==> src/verilog/via_regs.svh <==
// constants of the interrupt acknowledge block
`ifndef VIA_REGS_SVH
`define VIA_REGS_SVH
`define VIA_NREQ        8
`define VIA_NREQ_W      3
`define VIA_PSW_RESET   8'h02
`define VIA_PSW_IE      7
`define VIA_PSW_ISP     1
`define VIA_BRK_VEC     16'h003e
`define VIA_VEC_BASE    16'h0004
`define VIA_NMI_VEC     16'h0002
`define VIA_TMIN_HI     6'h07
`define VIA_TMIN_LO     6'h08
`define VIA_TMAX_HI     6'h20
`define VIA_TMAX_LO     6'h21
`define VIA_ADR_IF      4'h0
`define VIA_ADR_MK      4'h1
`define VIA_ADR_PR      4'h2
`define VIA_ADR_PSW     4'h3
`define VIA_ADR_TEST    4'h4
`define VIA_ADR_STAT    4'h5
`define VIA_ADR_VEC     4'h6
`endif

==> src/verilog/via_pkg.sv <==
// types of the interrupt acknowledge block
`default_nettype none
package via_pkg;
  typedef enum logic [1:0] {
    VIA_SVC_NONE = 2'b00,
    VIA_SVC_MASK = 2'b01,
    VIA_SVC_BRK  = 2'b10,
    VIA_SVC_NMI  = 2'b11
  } via_svc_type;
  typedef enum logic [1:0] {
    VIA_ST_RUN  = 2'b00,
    VIA_ST_HOLD = 2'b01,
    VIA_ST_ONE  = 2'b10
  } via_state_type;
endpackage
`default_nettype wire

==> src/verilog/via_ack.sv <==
// interrupt acknowledge and priority logic
`include "via_regs.svh"
`timescale 1ns/1ps
`default_nettype none
module via_ack (
  // clock and reset
  input  wire logic                        clk_sys,
  input  wire logic                        arst_n,
  // register port
  input  wire logic [3:0]                  reg_addr,
  input  wire logic [7:0]                  reg_wdata,
  input  wire logic                        reg_wr,
  input  wire logic                        reg_rd,
  output logic      [7:0]                  reg_rdata,
  // request sources, one-cycle events from logic on clk_sys; key_pin is a pin level synchronised here
  input  wire logic [`VIA_NREQ-1:0]        req_event,
  input  wire logic                        nmi_event,
  input  wire logic                        watch_overflow_test_input,
  input  wire logic                        key_pin,
  // instruction sequencer
  input  wire logic                        instr_boundary,
  input  wire logic                        instr_hold,
  input  wire logic                        break_instr,
  input  wire logic                        vectored_return_instr,
  input  wire logic                        break_return_instr,
  input  wire logic                        status_pop,
  input  wire logic [7:0]                  status_pop_data,
  input  wire logic                        accept_on_instr,
  input  wire logic                        accept_off_instr,
  // acknowledge outputs
  output logic                             ack_take,
  output logic      [15:0]                 ack_vector,
  output logic      [7:0]                  push_status,
  output logic                             push_strobe,
  output logic                             standby_release,
  output via_pkg::via_svc_type             svc_kind
);
  import via_pkg::*;

  logic [`VIA_NREQ-1:0] request_flag_ff, mask_flag_ff, level_choice_ff;
  logic [7:0]           status_word_ff;
  logic                 nmi_pend_ff, nmi_svc_ff;
  logic [1:0]           test_flag_ff, test_mask_ff;
  logic                 key_s1_ff, key_s2_ff, key_prev_ff;
  logic                 release_ff, take_ff, push_ff;
  logic [15:0]          vec_ff;
  logic [7:0]           push_ff_data;
  logic [7:0]           rdata_ff;
  via_svc_type          svc_ff;
  via_state_type        state_ff, nxt_state;

  function automatic logic [`VIA_NREQ_W:0] pick_first(input logic [`VIA_NREQ-1:0] v);
    logic [`VIA_NREQ_W:0] r;
    r = '0;
    for (int i = `VIA_NREQ - 1; i >= 0; i--) begin
      if (v[i]) begin
        r = {1'b1, i[`VIA_NREQ_W-1:0]};
      end
    end
    return r;
  endfunction

  wire maskable_accept_enable  = status_word_ff[`VIA_PSW_IE];
  wire serviced_priority_level = status_word_ff[`VIA_PSW_ISP];
  wire [`VIA_NREQ-1:0] eligible = request_flag_ff & ~mask_flag_ff;
  // low level needs isp=1, high level always passes the level test
  wire [`VIA_NREQ-1:0] lvl_ok = ~level_choice_ff | {`VIA_NREQ{serviced_priority_level}};
  wire [`VIA_NREQ-1:0] cand = eligible & lvl_ok;
  wire [`VIA_NREQ_W:0] pick_hi = pick_first(cand & ~level_choice_ff);
  wire [`VIA_NREQ_W:0] pick_lo = pick_first(cand & level_choice_ff);
  wire [`VIA_NREQ_W:0] pick = pick_hi[`VIA_NREQ_W] ? pick_hi : pick_lo;
  wire decide  = instr_boundary && (state_ff == VIA_ST_RUN) && !break_instr;
  wire take_nmi = decide && nmi_pend_ff && !nmi_svc_ff;
  wire take_msk = decide && !take_nmi && !nmi_svc_ff && maskable_accept_enable
                  && pick[`VIA_NREQ_W];
  wire take_brk = break_instr && instr_boundary;
  wire any_take = take_nmi || take_msk || take_brk;
  wire any_ret  = vectored_return_instr || break_return_instr;
  wire key_fall = key_prev_ff && !key_s2_ff;
  wire [`VIA_NREQ-1:0] take_bit = take_msk ? (`VIA_NREQ'(1) << pick[`VIA_NREQ_W-1:0]) : '0;
  wire wr_if  = reg_wr && (reg_addr == `VIA_ADR_IF);
  wire wr_tst = reg_wr && (reg_addr == `VIA_ADR_TEST);
  wire rd_hold = (reg_wr || reg_rd) && (reg_addr <= `VIA_ADR_PSW);
  wire psw_touch = accept_on_instr || accept_off_instr || any_ret || status_pop;
  // helpers for the order checks
  wire [`VIA_NREQ_W-1:0] pick_idx   = pick[`VIA_NREQ_W-1:0];
  wire                   pick_level = level_choice_ff[pick_idx];
  wire [`VIA_NREQ-1:0]   pick_below = (`VIA_NREQ'(1) << pick_idx) - `VIA_NREQ'(1);
  wire [`VIA_NREQ-1:0]   pick_peers = pick_level ? level_choice_ff : ~level_choice_ff;

  // defer windows: hold instr, return, status word op or access to registers 0-3, then one instruction must finish
  always_comb begin
    nxt_state = state_ff;
    case (state_ff)
      VIA_ST_RUN:  if (instr_hold || psw_touch || rd_hold) nxt_state = VIA_ST_HOLD;
      // one whole instruction runs before decisions resume
      VIA_ST_HOLD: if (instr_boundary) nxt_state = VIA_ST_RUN;
      VIA_ST_ONE:  if (instr_boundary) nxt_state = VIA_ST_RUN;
      default:     nxt_state = VIA_ST_RUN;
    endcase
  end

  always_ff @(posedge clk_sys or negedge arst_n) begin
    if (!arst_n) state_ff <= VIA_ST_RUN;
    else         state_ff <= nxt_state;
  end

  // set wins over software clear and over accept clear
  always_ff @(posedge clk_sys or negedge arst_n) begin
    if (!arst_n) begin
      request_flag_ff <= '0;
    end else begin
      request_flag_ff <= ((wr_if ? reg_wdata : request_flag_ff) & ~take_bit) | req_event;
    end
  end

  always_ff @(posedge clk_sys or negedge arst_n) begin
    if (!arst_n) begin
      mask_flag_ff    <= '1;
      level_choice_ff <= '1;
    end else begin
      if (reg_wr && reg_addr == `VIA_ADR_MK) mask_flag_ff <= reg_wdata;
      if (reg_wr && reg_addr == `VIA_ADR_PR) level_choice_ff <= reg_wdata;
    end
  end

  // status word: accept clears enable, returns restore from stack
  always_ff @(posedge clk_sys or negedge arst_n) begin
    if (!arst_n) begin
      status_word_ff <= `VIA_PSW_RESET;
    end else if (any_take) begin
      status_word_ff[`VIA_PSW_IE] <= 1'b0;
      if (take_msk) status_word_ff[`VIA_PSW_ISP] <= level_choice_ff[pick[`VIA_NREQ_W-1:0]];
      if (take_nmi) status_word_ff[`VIA_PSW_ISP] <= 1'b0;
    end else if (any_ret || status_pop) begin
      status_word_ff <= status_pop_data;
    end else if (reg_wr && reg_addr == `VIA_ADR_PSW) begin
      status_word_ff <= reg_wdata;
    end else if (accept_on_instr) begin
      status_word_ff[`VIA_PSW_IE] <= 1'b1;
    end else if (accept_off_instr) begin
      status_word_ff[`VIA_PSW_IE] <= 1'b0;
    end
  end

  // nmi pends once; service ends on vectored return
  always_ff @(posedge clk_sys or negedge arst_n) begin
    if (!arst_n) begin
      nmi_pend_ff <= 1'b0;
      nmi_svc_ff  <= 1'b0;
    end else begin
      nmi_pend_ff <= nmi_event || (nmi_pend_ff && !take_nmi);
      if (take_nmi) nmi_svc_ff <= 1'b1;
      else if (vectored_return_instr) nmi_svc_ff <= 1'b0;
    end
  end

  // acknowledge strobe and vector; test events never come through here
  always_ff @(posedge clk_sys or negedge arst_n) begin
    if (!arst_n) begin
      take_ff      <= 1'b0;
      push_ff      <= 1'b0;
      vec_ff       <= '0;
      push_ff_data <= '0;
      svc_ff       <= VIA_SVC_NONE;
    end else begin
      take_ff      <= any_take;
      push_ff      <= any_take;
      push_ff_data <= status_word_ff;
      if (take_brk)      vec_ff <= `VIA_BRK_VEC;
      else if (take_nmi) vec_ff <= `VIA_NMI_VEC;
      else if (take_msk) vec_ff <= `VIA_VEC_BASE + {11'h000, pick[`VIA_NREQ_W-1:0], 1'b0};
      if (take_brk)      svc_ff <= VIA_SVC_BRK;
      else if (take_nmi) svc_ff <= VIA_SVC_NMI;
      else if (take_msk) svc_ff <= VIA_SVC_MASK;
      else if (any_ret)  svc_ff <= VIA_SVC_NONE;
    end
  end

  // key pin synchroniser and falling edge
  always_ff @(posedge clk_sys or negedge arst_n) begin
    if (!arst_n) begin
      key_s1_ff   <= 1'b1;
      key_s2_ff   <= 1'b1;
      key_prev_ff <= 1'b1;
    end else begin
      key_s1_ff   <= key_pin;
      key_s2_ff   <= key_s1_ff;
      key_prev_ff <= key_s2_ff;
    end
  end

  // test flags: bit0 watch, bit1 key; masks reset to 1
  always_ff @(posedge clk_sys or negedge arst_n) begin
    if (!arst_n) begin
      test_flag_ff <= '0;
      test_mask_ff <= '1;
      release_ff   <= 1'b0;
    end else begin
      test_flag_ff <= ((wr_tst ? reg_wdata[1:0] : test_flag_ff))
                      | {key_fall, watch_overflow_test_input};
      if (wr_tst) test_mask_ff <= reg_wdata[5:4];
      release_ff <= (watch_overflow_test_input && !test_mask_ff[0])
                    || (key_fall && !test_mask_ff[1]);
    end
  end

  wire [7:0] rd_mux = (reg_addr == `VIA_ADR_IF)   ? request_flag_ff :
                      (reg_addr == `VIA_ADR_MK)   ? mask_flag_ff :
                      (reg_addr == `VIA_ADR_PR)   ? level_choice_ff :
                      (reg_addr == `VIA_ADR_PSW)  ? status_word_ff :
                      (reg_addr == `VIA_ADR_TEST) ? {2'b00, test_mask_ff, 2'b00, test_flag_ff} :
                      (reg_addr == `VIA_ADR_STAT) ? {2'b00, svc_ff, nmi_svc_ff, nmi_pend_ff, state_ff} :
                      (reg_addr == `VIA_ADR_VEC)  ? vec_ff[7:0] : 8'h00;

  always_ff @(posedge clk_sys or negedge arst_n) begin
    if (!arst_n) rdata_ff <= '0;
    else if (reg_rd) rdata_ff <= rd_mux;
  end

  assign reg_rdata       = rdata_ff;
  assign ack_take        = take_ff;
  assign ack_vector      = vec_ff;
  assign push_status     = push_ff_data;
  assign push_strobe     = push_ff;
  assign standby_release = release_ff;
  assign svc_kind        = svc_ff;

  // latency bound helper: cycles since an eligible request began waiting
  logic [5:0] wait_cnt_ff;
  always_ff @(posedge clk_sys or negedge arst_n) begin
    if (!arst_n) wait_cnt_ff <= '0;
    else if (any_take || !(|eligible)) wait_cnt_ff <= '0;
    else if (wait_cnt_ff != 6'h3f) wait_cnt_ff <= wait_cnt_ff + 6'h01;
  end

  mask_gate_a: assert property (@(posedge clk_sys) disable iff (!arst_n)
    take_msk |-> eligible[pick[`VIA_NREQ_W-1:0]]) else $error("masked request taken");
  enable_gate_a: assert property (@(posedge clk_sys) disable iff (!arst_n)
    take_msk |-> maskable_accept_enable) else $error("taken while disabled");
  level_gate_a: assert property (@(posedge clk_sys) disable iff (!arst_n)
    take_msk && !serviced_priority_level |-> !level_choice_ff[pick[`VIA_NREQ_W-1:0]])
    else $error("low level taken in high service");
  nmi_block_a: assert property (@(posedge clk_sys) disable iff (!arst_n)
    nmi_svc_ff |-> !(take_msk || take_nmi)) else $error("nesting in nmi service");
  enable_clear_a: assert property (@(posedge clk_sys) disable iff (!arst_n)
    any_take |=> !maskable_accept_enable && ack_take && push_strobe) else $error("accept effects");
  brk_vector_a: assert property (@(posedge clk_sys) disable iff (!arst_n)
    take_brk |=> ack_vector == `VIA_BRK_VEC) else $error("break vector wrong");
  flag_clear_a: assert property (@(posedge clk_sys) disable iff (!arst_n)
    take_msk && !req_event[pick[`VIA_NREQ_W-1:0]] && !wr_if
    |=> !request_flag_ff[$past(pick[`VIA_NREQ_W-1:0])]) else $error("flag not cleared");
  hold_defer_a: assert property (@(posedge clk_sys) disable iff (!arst_n)
    state_ff != VIA_ST_RUN |-> !(take_msk || take_nmi)) else $error("taken in defer");
  // checked one edge later: the first edge in reset still sees an unset word
  reset_psw_a: assert property (@(posedge clk_sys)
    !arst_n |=> status_word_ff == `VIA_PSW_RESET) else $error("reset status word");
  release_mask_a: assert property (@(posedge clk_sys) disable iff (!arst_n)
    standby_release |-> $past(!test_mask_ff[0] || !test_mask_ff[1])) else $error("release masked");
  test_novec_a: assert property (@(posedge clk_sys) disable iff (!arst_n)
    watch_overflow_test_input && !any_take |=> test_flag_ff[0] && !ack_take) else $error("test");

  hi_first_a: assert property (@(posedge clk_sys) disable iff (!arst_n)
    take_msk && |(cand & ~level_choice_ff) |-> !pick_level)
    else $error("low level chosen over high");

  order_low_a: assert property (@(posedge clk_sys) disable iff (!arst_n)
    take_msk |-> !(|(cand & pick_below & pick_peers)))
    else $error("higher index chosen first");

  brk_always_a: assert property (@(posedge clk_sys) disable iff (!arst_n)
    break_instr && instr_boundary |=> ack_take && svc_kind == VIA_SVC_BRK)
    else $error("break not taken");

  push_word_a: assert property (@(posedge clk_sys) disable iff (!arst_n)
    any_take |=> push_status == $past(status_word_ff))
    else $error("pushed status wrong");

  isp_copy_a: assert property (@(posedge clk_sys) disable iff (!arst_n)
    take_msk |=> serviced_priority_level == $past(pick_level))
    else $error("level not copied");

  vec_map_a: assert property (@(posedge clk_sys) disable iff (!arst_n)
    take_msk && !take_brk |=> ack_vector == `VIA_VEC_BASE + {11'h000, $past(pick_idx), 1'b0})
    else $error("maskable vector wrong");

  ret_restore_a: assert property (@(posedge clk_sys) disable iff (!arst_n)
    (any_ret || status_pop) && !any_take |=> status_word_ff == $past(status_pop_data))
    else $error("status word not restored");

  nmi_vec_a: assert property (@(posedge clk_sys) disable iff (!arst_n)
    take_nmi && !take_brk |=> svc_kind == VIA_SVC_NMI && ack_vector == `VIA_NMI_VEC)
    else $error("nmi vector wrong");

  key_release_a: assert property (@(posedge clk_sys) disable iff (!arst_n)
    key_fall && !test_mask_ff[1] |=> standby_release && test_flag_ff[1])
    else $error("key event lost");

  pend_keep_a: assert property (@(posedge clk_sys) disable iff (!arst_n)
    !wr_if |=> ($past(request_flag_ff & ~take_bit) & ~request_flag_ff) == '0)
    else $error("pending request lost");

  no_push_a: assert property (@(posedge clk_sys) disable iff (!arst_n)
    !any_take |=> !push_strobe && !ack_take)
    else $error("push without accept");

  cov_mask_c: cover property (@(posedge clk_sys) disable iff (!arst_n) take_msk);
  cov_nest_c: cover property (@(posedge clk_sys) disable iff (!arst_n) take_msk && svc_ff == VIA_SVC_MASK);
  cov_brk_c:  cover property (@(posedge clk_sys) disable iff (!arst_n) take_brk);
  cov_nmi_c:  cover property (@(posedge clk_sys) disable iff (!arst_n) take_nmi ##[1:40] vectored_return_instr);
  cov_wait_c: cover property (@(posedge clk_sys) disable iff (!arst_n)
    take_msk && wait_cnt_ff >= `VIA_TMIN_HI);
endmodule
`default_nettype wire

==> config.mk <==
export PLATFORM = sky130hd
export DESIGN_NAME = via_ack
export DESIGN_NICKNAME = d
export VERILOG_FILES = /design/src/verilog/via_pkg.sv /design/src/verilog/via_ack.sv
export VERILOG_INCLUDE_DIRS = /design/src /design/src/verilog
export SDC_FILE = /design/constraint.sdc
export NUM_CORES = 1
export LEC_CHECK = 0
export BUFFER_PORTS_ARGS = -buffer_cell sky130_fd_sc_hd__buf_4
export CAP_MARGIN = 5
export CORE_MARGIN = 5
export CORE_UTILIZATION = 49
export DETAILED_ROUTE_END_ITERATION = 8
export PLACE_DENSITY = 0.79
export SETUP_SLACK_MARGIN = 0.3
export SLEW_MARGIN = 20
export SYNTH_ARGS = -nofsm -noshare
export SYNTH_HDL_FRONTEND = slang
export SYNTH_SLANG_ARGS = --single-unit
==> constraint.sdc <==
create_clock -name clk_sys -period 2 [get_ports clk_sys]
set_input_delay 0.4 -clock clk_sys [delete_from_list [all_inputs] [get_ports clk_sys]]
set_output_delay 0.4 -clock clk_sys [all_outputs]
set_load 0.02 [all_outputs]
# Yosys cells after proc, flatten, opt, wreduce, memory -nomap -nowiden
# Index checks and enable logic that the tools add are counted.
# totals
register_bits	79
input_bits	43
out_inout_bits	37
wordCells	146
# op_classes
n_addsub	1
magnitude_cmp	2
eq_ne	11
shift	1
mux	50
n_bitwise	12
reduce_logical	49
# op_table
operator	n
2-to-1 mux 8 bit	10
2-to-1 mux 4 bit	17
2-to-1 mux 16 bit	3
bitwise AND 8 bit	5
NOT 8 bit	3
logical AND 1 bit	19
bitwise OR 8 bit	2
2-to-1 mux 2 bit	7
== test 4 x 3 -> 1 bit, second input constant	3
logical OR 1 bit	12
2-to-1 mux 1 bit	10
== test 4 x 2 -> 1 bit, second input constant	2
<< shifter 1 x 3 -> 8 bit, first input constant	1
2-to-1 mux 7 bit	1
logical NOT 1 bit	6
AND reduction 2 bit	3
nonzero test 3 bit	2
adder 3 x 4 -> 5 bit, first input constant	1
nonzero test 5 bit	1
== test 4 x 1 -> 1 bit, second input constant	1
<= comparator 4 x 2 -> 1 bit, second input constant	1
logical NOT 4 bit	1
less-than comparator 3 x 4 -> 1 bit, second input constant	1
inequality test 2 x 1 -> 1 bit, second input constant	2
11 further kinds	12

# Longest topological paths before layout
# depth
depth_word	18
ltp_mapped	9
ltp_nobuf	7

# Worst setup path before layout
# Ideal clock, no wire load.
# synth_timing
path_kind	reg-to-reg
startpoint	register status_word_ff[1]
endpoint	register status_word_ff[1]
t_arrival_ps	1978
slack_ps	-54
stages_incl_launch_ff	10
path_cell_list	dfstp_2 > buf_2 > and4b_1 > a211oi_1 > o31ai_1 > a32o_1 > buf_6 > mux2i_1 > o221ai_1 > a21o_1
# synth_via
elab_chain_cells	17
elab_cells_between_ends	32
cone_classes	eq/ne: 1; mux: 22; bitwise: 4; reduce/logical: 5
# synth_lines
element	line_no	rtl
start: declaration	via_ack.sv:41	logic [7:0] status_word_ff;
start signal: assignment	via_ack.sv:130	status_word_ff <= `VIA_PSW_RESET;
start signal: indexed assignment	via_ack.sv:133	if (take_msk) status_word_ff[`VIA_PSW_ISP] <= level_choice_ff[pick[`VIA_NREQ_W-1:0]];
start signal: assignment	via_ack.sv:136	status_word_ff <= status_pop_data;
bitwise OR 8 bit (*)	via_ack.sv:67	wire [`VIA_NREQ-1:0] lvl_ok = ~level_choice_ff | {`VIA_NREQ{serviced_priority_level}};
bitwise AND 8 bit (*)	via_ack.sv:68	wire [`VIA_NREQ-1:0] cand = eligible & lvl_ok;
bitwise AND 8 bit, on equally long branches	via_ack.sv:70, via_ack.sv:69	
2-to-1 mux 4 bit (8 in a row)	via_ack.sv:56	if (v[i]) begin
2-to-1 mux 4 bit (*)	via_ack.sv:71	wire [`VIA_NREQ_W:0] pick = pick_hi[`VIA_NREQ_W] ? pick_hi : pick_lo;
binary-select mux 1 bit (select 3 bit) or logical AND 1 bit (tied branches)	via_ack.sv:133, via_ack.sv:74	
2-to-1 mux 1 bit or logical OR 1 bit (tied branches) (2 in a row)	via_ack.sv:133, via_ack.sv:77	
2-to-1 mux 1 bit (tied with other cells)	via_ack.sv:134	if (take_nmi) status_word_ff[`VIA_PSW_ISP] <= 1'b0;
2-to-1 mux 1 bit or AND reduction 2 bit (tied branches)	n/a	
# Mark *: on every way between the ends. The rest lies on a longest branch, timed or not. The select of a mux whose other input is x is not followed.
# A chain may end at the register's enable or synchronous reset.

# Worst setup path in the final report
# Ends and elaborated chain as after synthesis.

==> flow_metrics.tcl <==
set metrics [dict create \
    stdcell_area_sq_um 5100 \
    grt_antenna_before_repair 0 \
    drc_errors 0 \
    clk_pin_slew_ps 80 \
    cp.arrival_ps 2550 \
    fp.coreArea_sq_um 7210 \
    dp.final_hpwl_mm 8.31 \
    max-vdd-ir-drop_mv 0.448 \
    syn_avg_cell_area_sq_um 10.5 \
    max_cap_violations 0 \
    power_frac_seq 0.385 \
    crit_family "compound AO/OA/AOI/OAI gates" \
    switchingPower_uw 1550 \
    worstHoldStart "key_pin" \
    max_freq_mhz 439 \
    vias 3318 \
    relSlewSlack 0.658 \
    place_inst 548 \
    synth_edf_count 0 \
    r2r_setup_slack_ps -280 \
    r2r-end "status_word_ff[1]" \
    cts_tree "yes" \
    area_growth_pct 41.2 \
    vias_per_cell 5.74 \
    grtUsageTotal 0.256 \
    synthArstFlopShare 1.00 \
    cp-start-kind "flop" \
    clock_sinks 67 \
    drtAntennaViolNets 0 \
    ys_seq_elements 67 \
    wl_per_cell_microns 19.5 \
    mappedNetlistArea_sq_um 3610 \
    ys_seq_area_frac 0.472 \
    drtIter0Drc 251 \
    grt_max_degree 37 \
    tightest_slew_ps 512 \
    rsz0062_at_grt "true" \
    fin_skew_ps 12.4 \
    synth_flop_cell "dfrtp_1" \
    stdcell_count 578 \
    status "finished, violations left" \
    min_period_ps 2280 \
    pwr-share-comb 0.393 \
    diodes 0 \
    synth_top_area_share 0.312 \
    num_rows 31 \
    whs_path_depth 1 \
    timing.rr.start "status_word_ff[1]" \
    die_area_sq_um 9190 \
    first_pass_iters 6 \
    netSwitchingFraction 0.341 \
    ios 80 \
    clockPowerShare 0.222 \
    die_w_microns 95.8 \
    nNetsFinal 518 \
    die_h_microns 95.8 \
    clk_path_buf_depth 2 \
    worst_slack_ps -276 \
    layout-drive-gt1-share 0.499 \
    violations "negative setup slack" \
    required_ps 2280 \
    p_per_area_nw_per_um2 890 \
    insertion_delay_ps 350 \
    cp_num_buf_inv 2 \
    gp_congestion 0.942 \
    hold_end "key_s1_ff" \
    ctsRootBufferMaster "clkbuf_8" \
    synthTopCellsByArea "dfrtp_1 31%, dfstp_2 16%, mux2i_1 7.8%, mux2_2 6.5%, a21oi_1 3.0%" \
    gr-total-overflow 0 \
    yosysMostFrequentCell "dfrtp_1" \
    yosys.area.top_type "dfrtp_1" \
    internal_power_uw 2990 \
    reg2reg_depth 9 \
    p_leak_uw 0.00230 \
    worstSetupPathType "reg -> reg" \
    synth.distinct_cells 58 \
    grt_pass1_wl_mm 17.6 \
    synth_common_cells "45 x dfrtp_1, 28 x mux2i_1, 28 x nor2_1, 24 x nand2_1" \
    htree_levels 3 \
    dpl_cell_area_sq_um 4620 \
    hold_class "in -> reg" \
    cp_slowest_cell "dfstp_2" \
    grt_pass1_vias 3237 \
    finalMaxSlewViolations 0 \
    floorplan.initialDensity 0.501 \
    critPathMaxFanout 8 \
    yosys_warnings 0 \
    hold_viol 0 \
    startpoint "status_word_ff[1]" \
    path_cells "buf_6 -> and4b_2 -> nor2b_1 -> o31ai_1 -> a32o_2 -> buf_12 -> mux2i_1 -> o221ai_1 -> a21o_1" \
    post-route-period-util 1.14 \
    cp_slowest_stage_delay_ps 590 \
    cts_made_buffers 9 \
    cp-end-kind "flop" \
    finalSetupViolCount 21 \
    wl_mm 11.3 \
    numPortBuffers 68 \
    synth_cells 343 \
]
## routing by layer
metal,track usage,routed length (microns),vias to the layer above,share of wire
met1,0.361,4910,1613,0.43
met3,0.0430,916,22,0.081
met2,0.394,5220,178,0.46
met5,0,0,-,0
li1,-,-,1505,-
met4,0.0983,251,0,0.022
## flip-flops by register name, summed over array words and instances (netlist names)
signal	count
level_choice_ff	8
mask_flag_ff	8
push_status	8
reg_rdata	8
request_flag_ff	8
status_word_ff	8
ack_vector	5
svc_kind	2
test_flag_ff	2
test_mask_ff	2
key_prev_ff	1
key_s1_ff	1
key_s2_ff	1
nmi_pend_ff	1
nmi_svc_ff	1
push_strobe	1
standby_release	1
state_ff	1
## power groups by stage
stage	sequential, uW	clock, uW	combinational (uW)
2_1_floorplan	1800	0	694
3_3_place_gp	1760	0	1430
3_5_place_dp	1770	0	1440
4_1_cts	1740	1020	1610
5_1_grt	1770	1080	1890
6_report	1750	1010	1780
## area by class of cell
| cell class | instances | area, sq um |
|---|---|---|
| inverter | 8 | 33.8 |
| multi-input combinational | 252 | 1960 |
| clock inverter | 6 | 41.3 |
| timing repair buffer | 136 | 1110 |
| fill | 554 | 2110 |
| sequential | 67 | 1700 |
| tap | 99 | 124 |
| clock buffer | 10 | 128 |
## metrics by stage
stage / setup TNS (ps) / total power [uW] / setup WS, ps / hold slack [ps] / util
after floorplan: -12.3 / 2500 / -12.3 / 104 / -
after CTS: -2860 / 4370 / -208 / 151 / 0.687
after global placement: -3140 / 3200 / -255 / 348 / 0.640
after detailed placement: -3400 / 3220 / -287 / 349 / 0.640
after global routing: -5010 / 4740 / -352 / 141 / 0.707
final: -3230 / 4540 / -276 / 163 / 0.707
## how the worst max path moves through the flow
| stage | end | slack, ps | cells after the start |
|---|---|---|---|
| after floorplan | status_word_ff[1] | -10 | 8 |
| after global placement | request_flag_ff[1] | -260 | 7 |
| after detailed placement | request_flag_ff[1] | -290 | 7 |
| after CTS | request_flag_ff[3] | -210 | 8 |
| after global routing | request_flag_ff[2] | -350 | 8 |
| final | status_word_ff[1] | -280 | 9 |
## repair_timing
item	4_1_cts	5_1_grt
setup buffers	5	8
setup endpoints to repair	24	24
endpoints found under the hold margin	25	0
resized for setup	26	21
gates cloned	0	0
hold buffers	1	0
pin swaps	14	10
## cells in the final DEF (no fill, tap or decap), types with 4 or more instances in the layout
| cell type | synthesis | routed |
|---|---|---|
| nor2_1 | 28 | 24 |
| o21ai_1 | 4 | 4 |
| clkbuf_8 | 0 | 9 |
| buf_12 | 0 | 4 |
| a22oi_1 | 4 | 4 |
| buf_6 | 1 | 8 |
| mux2i_1 | 28 | 28 |
| clkinvlp_4 | 0 | 4 |
| conb_1 | 1 | 11 |
| and4b_2 | 0 | 5 |
| nand2_1 | 24 | 18 |
| a21oi_1 | 22 | 21 |
| nand4b_1 | 4 | 4 |
| o21ai_0 | 7 | 7 |
| nor3b_1 | 8 | 7 |
| nand3_1 | 11 | 8 |
| nand2_2 | 0 | 5 |
| o22ai_1 | 4 | 4 |
| inv_1 | 7 | 6 |
| dfstp_2 | 22 | 22 |
| o21bai_1 | 5 | 5 |
| or2_1 | 4 | 4 |
| buf_4 | 12 | 122 |
| dfrtp_1 | 45 | 45 |
| mux2_2 | 21 | 21 |
| a222oi_1 | 4 | 4 |
| nand2b_1 | 5 | 4 |
## cell families (layout without fill, tap and decap cells)
family | Yosys count | count (layout) | share of synthesized area
muxes | 49 | 49 | 0.143
buffers and inverters | 34 | 160 | 0.0509
AOI/OAI and AO/OA | 75 | 75 | 0.140
and+or+nand+nor | 116 | 116 | 0.190
other | 1 | 11 | 0.00104
adders and majority gates | 1 | 1 | 0.00346
DFF | 67 | 67 | 0.472
Note: power is estimated with default switching activity, not from simulation.
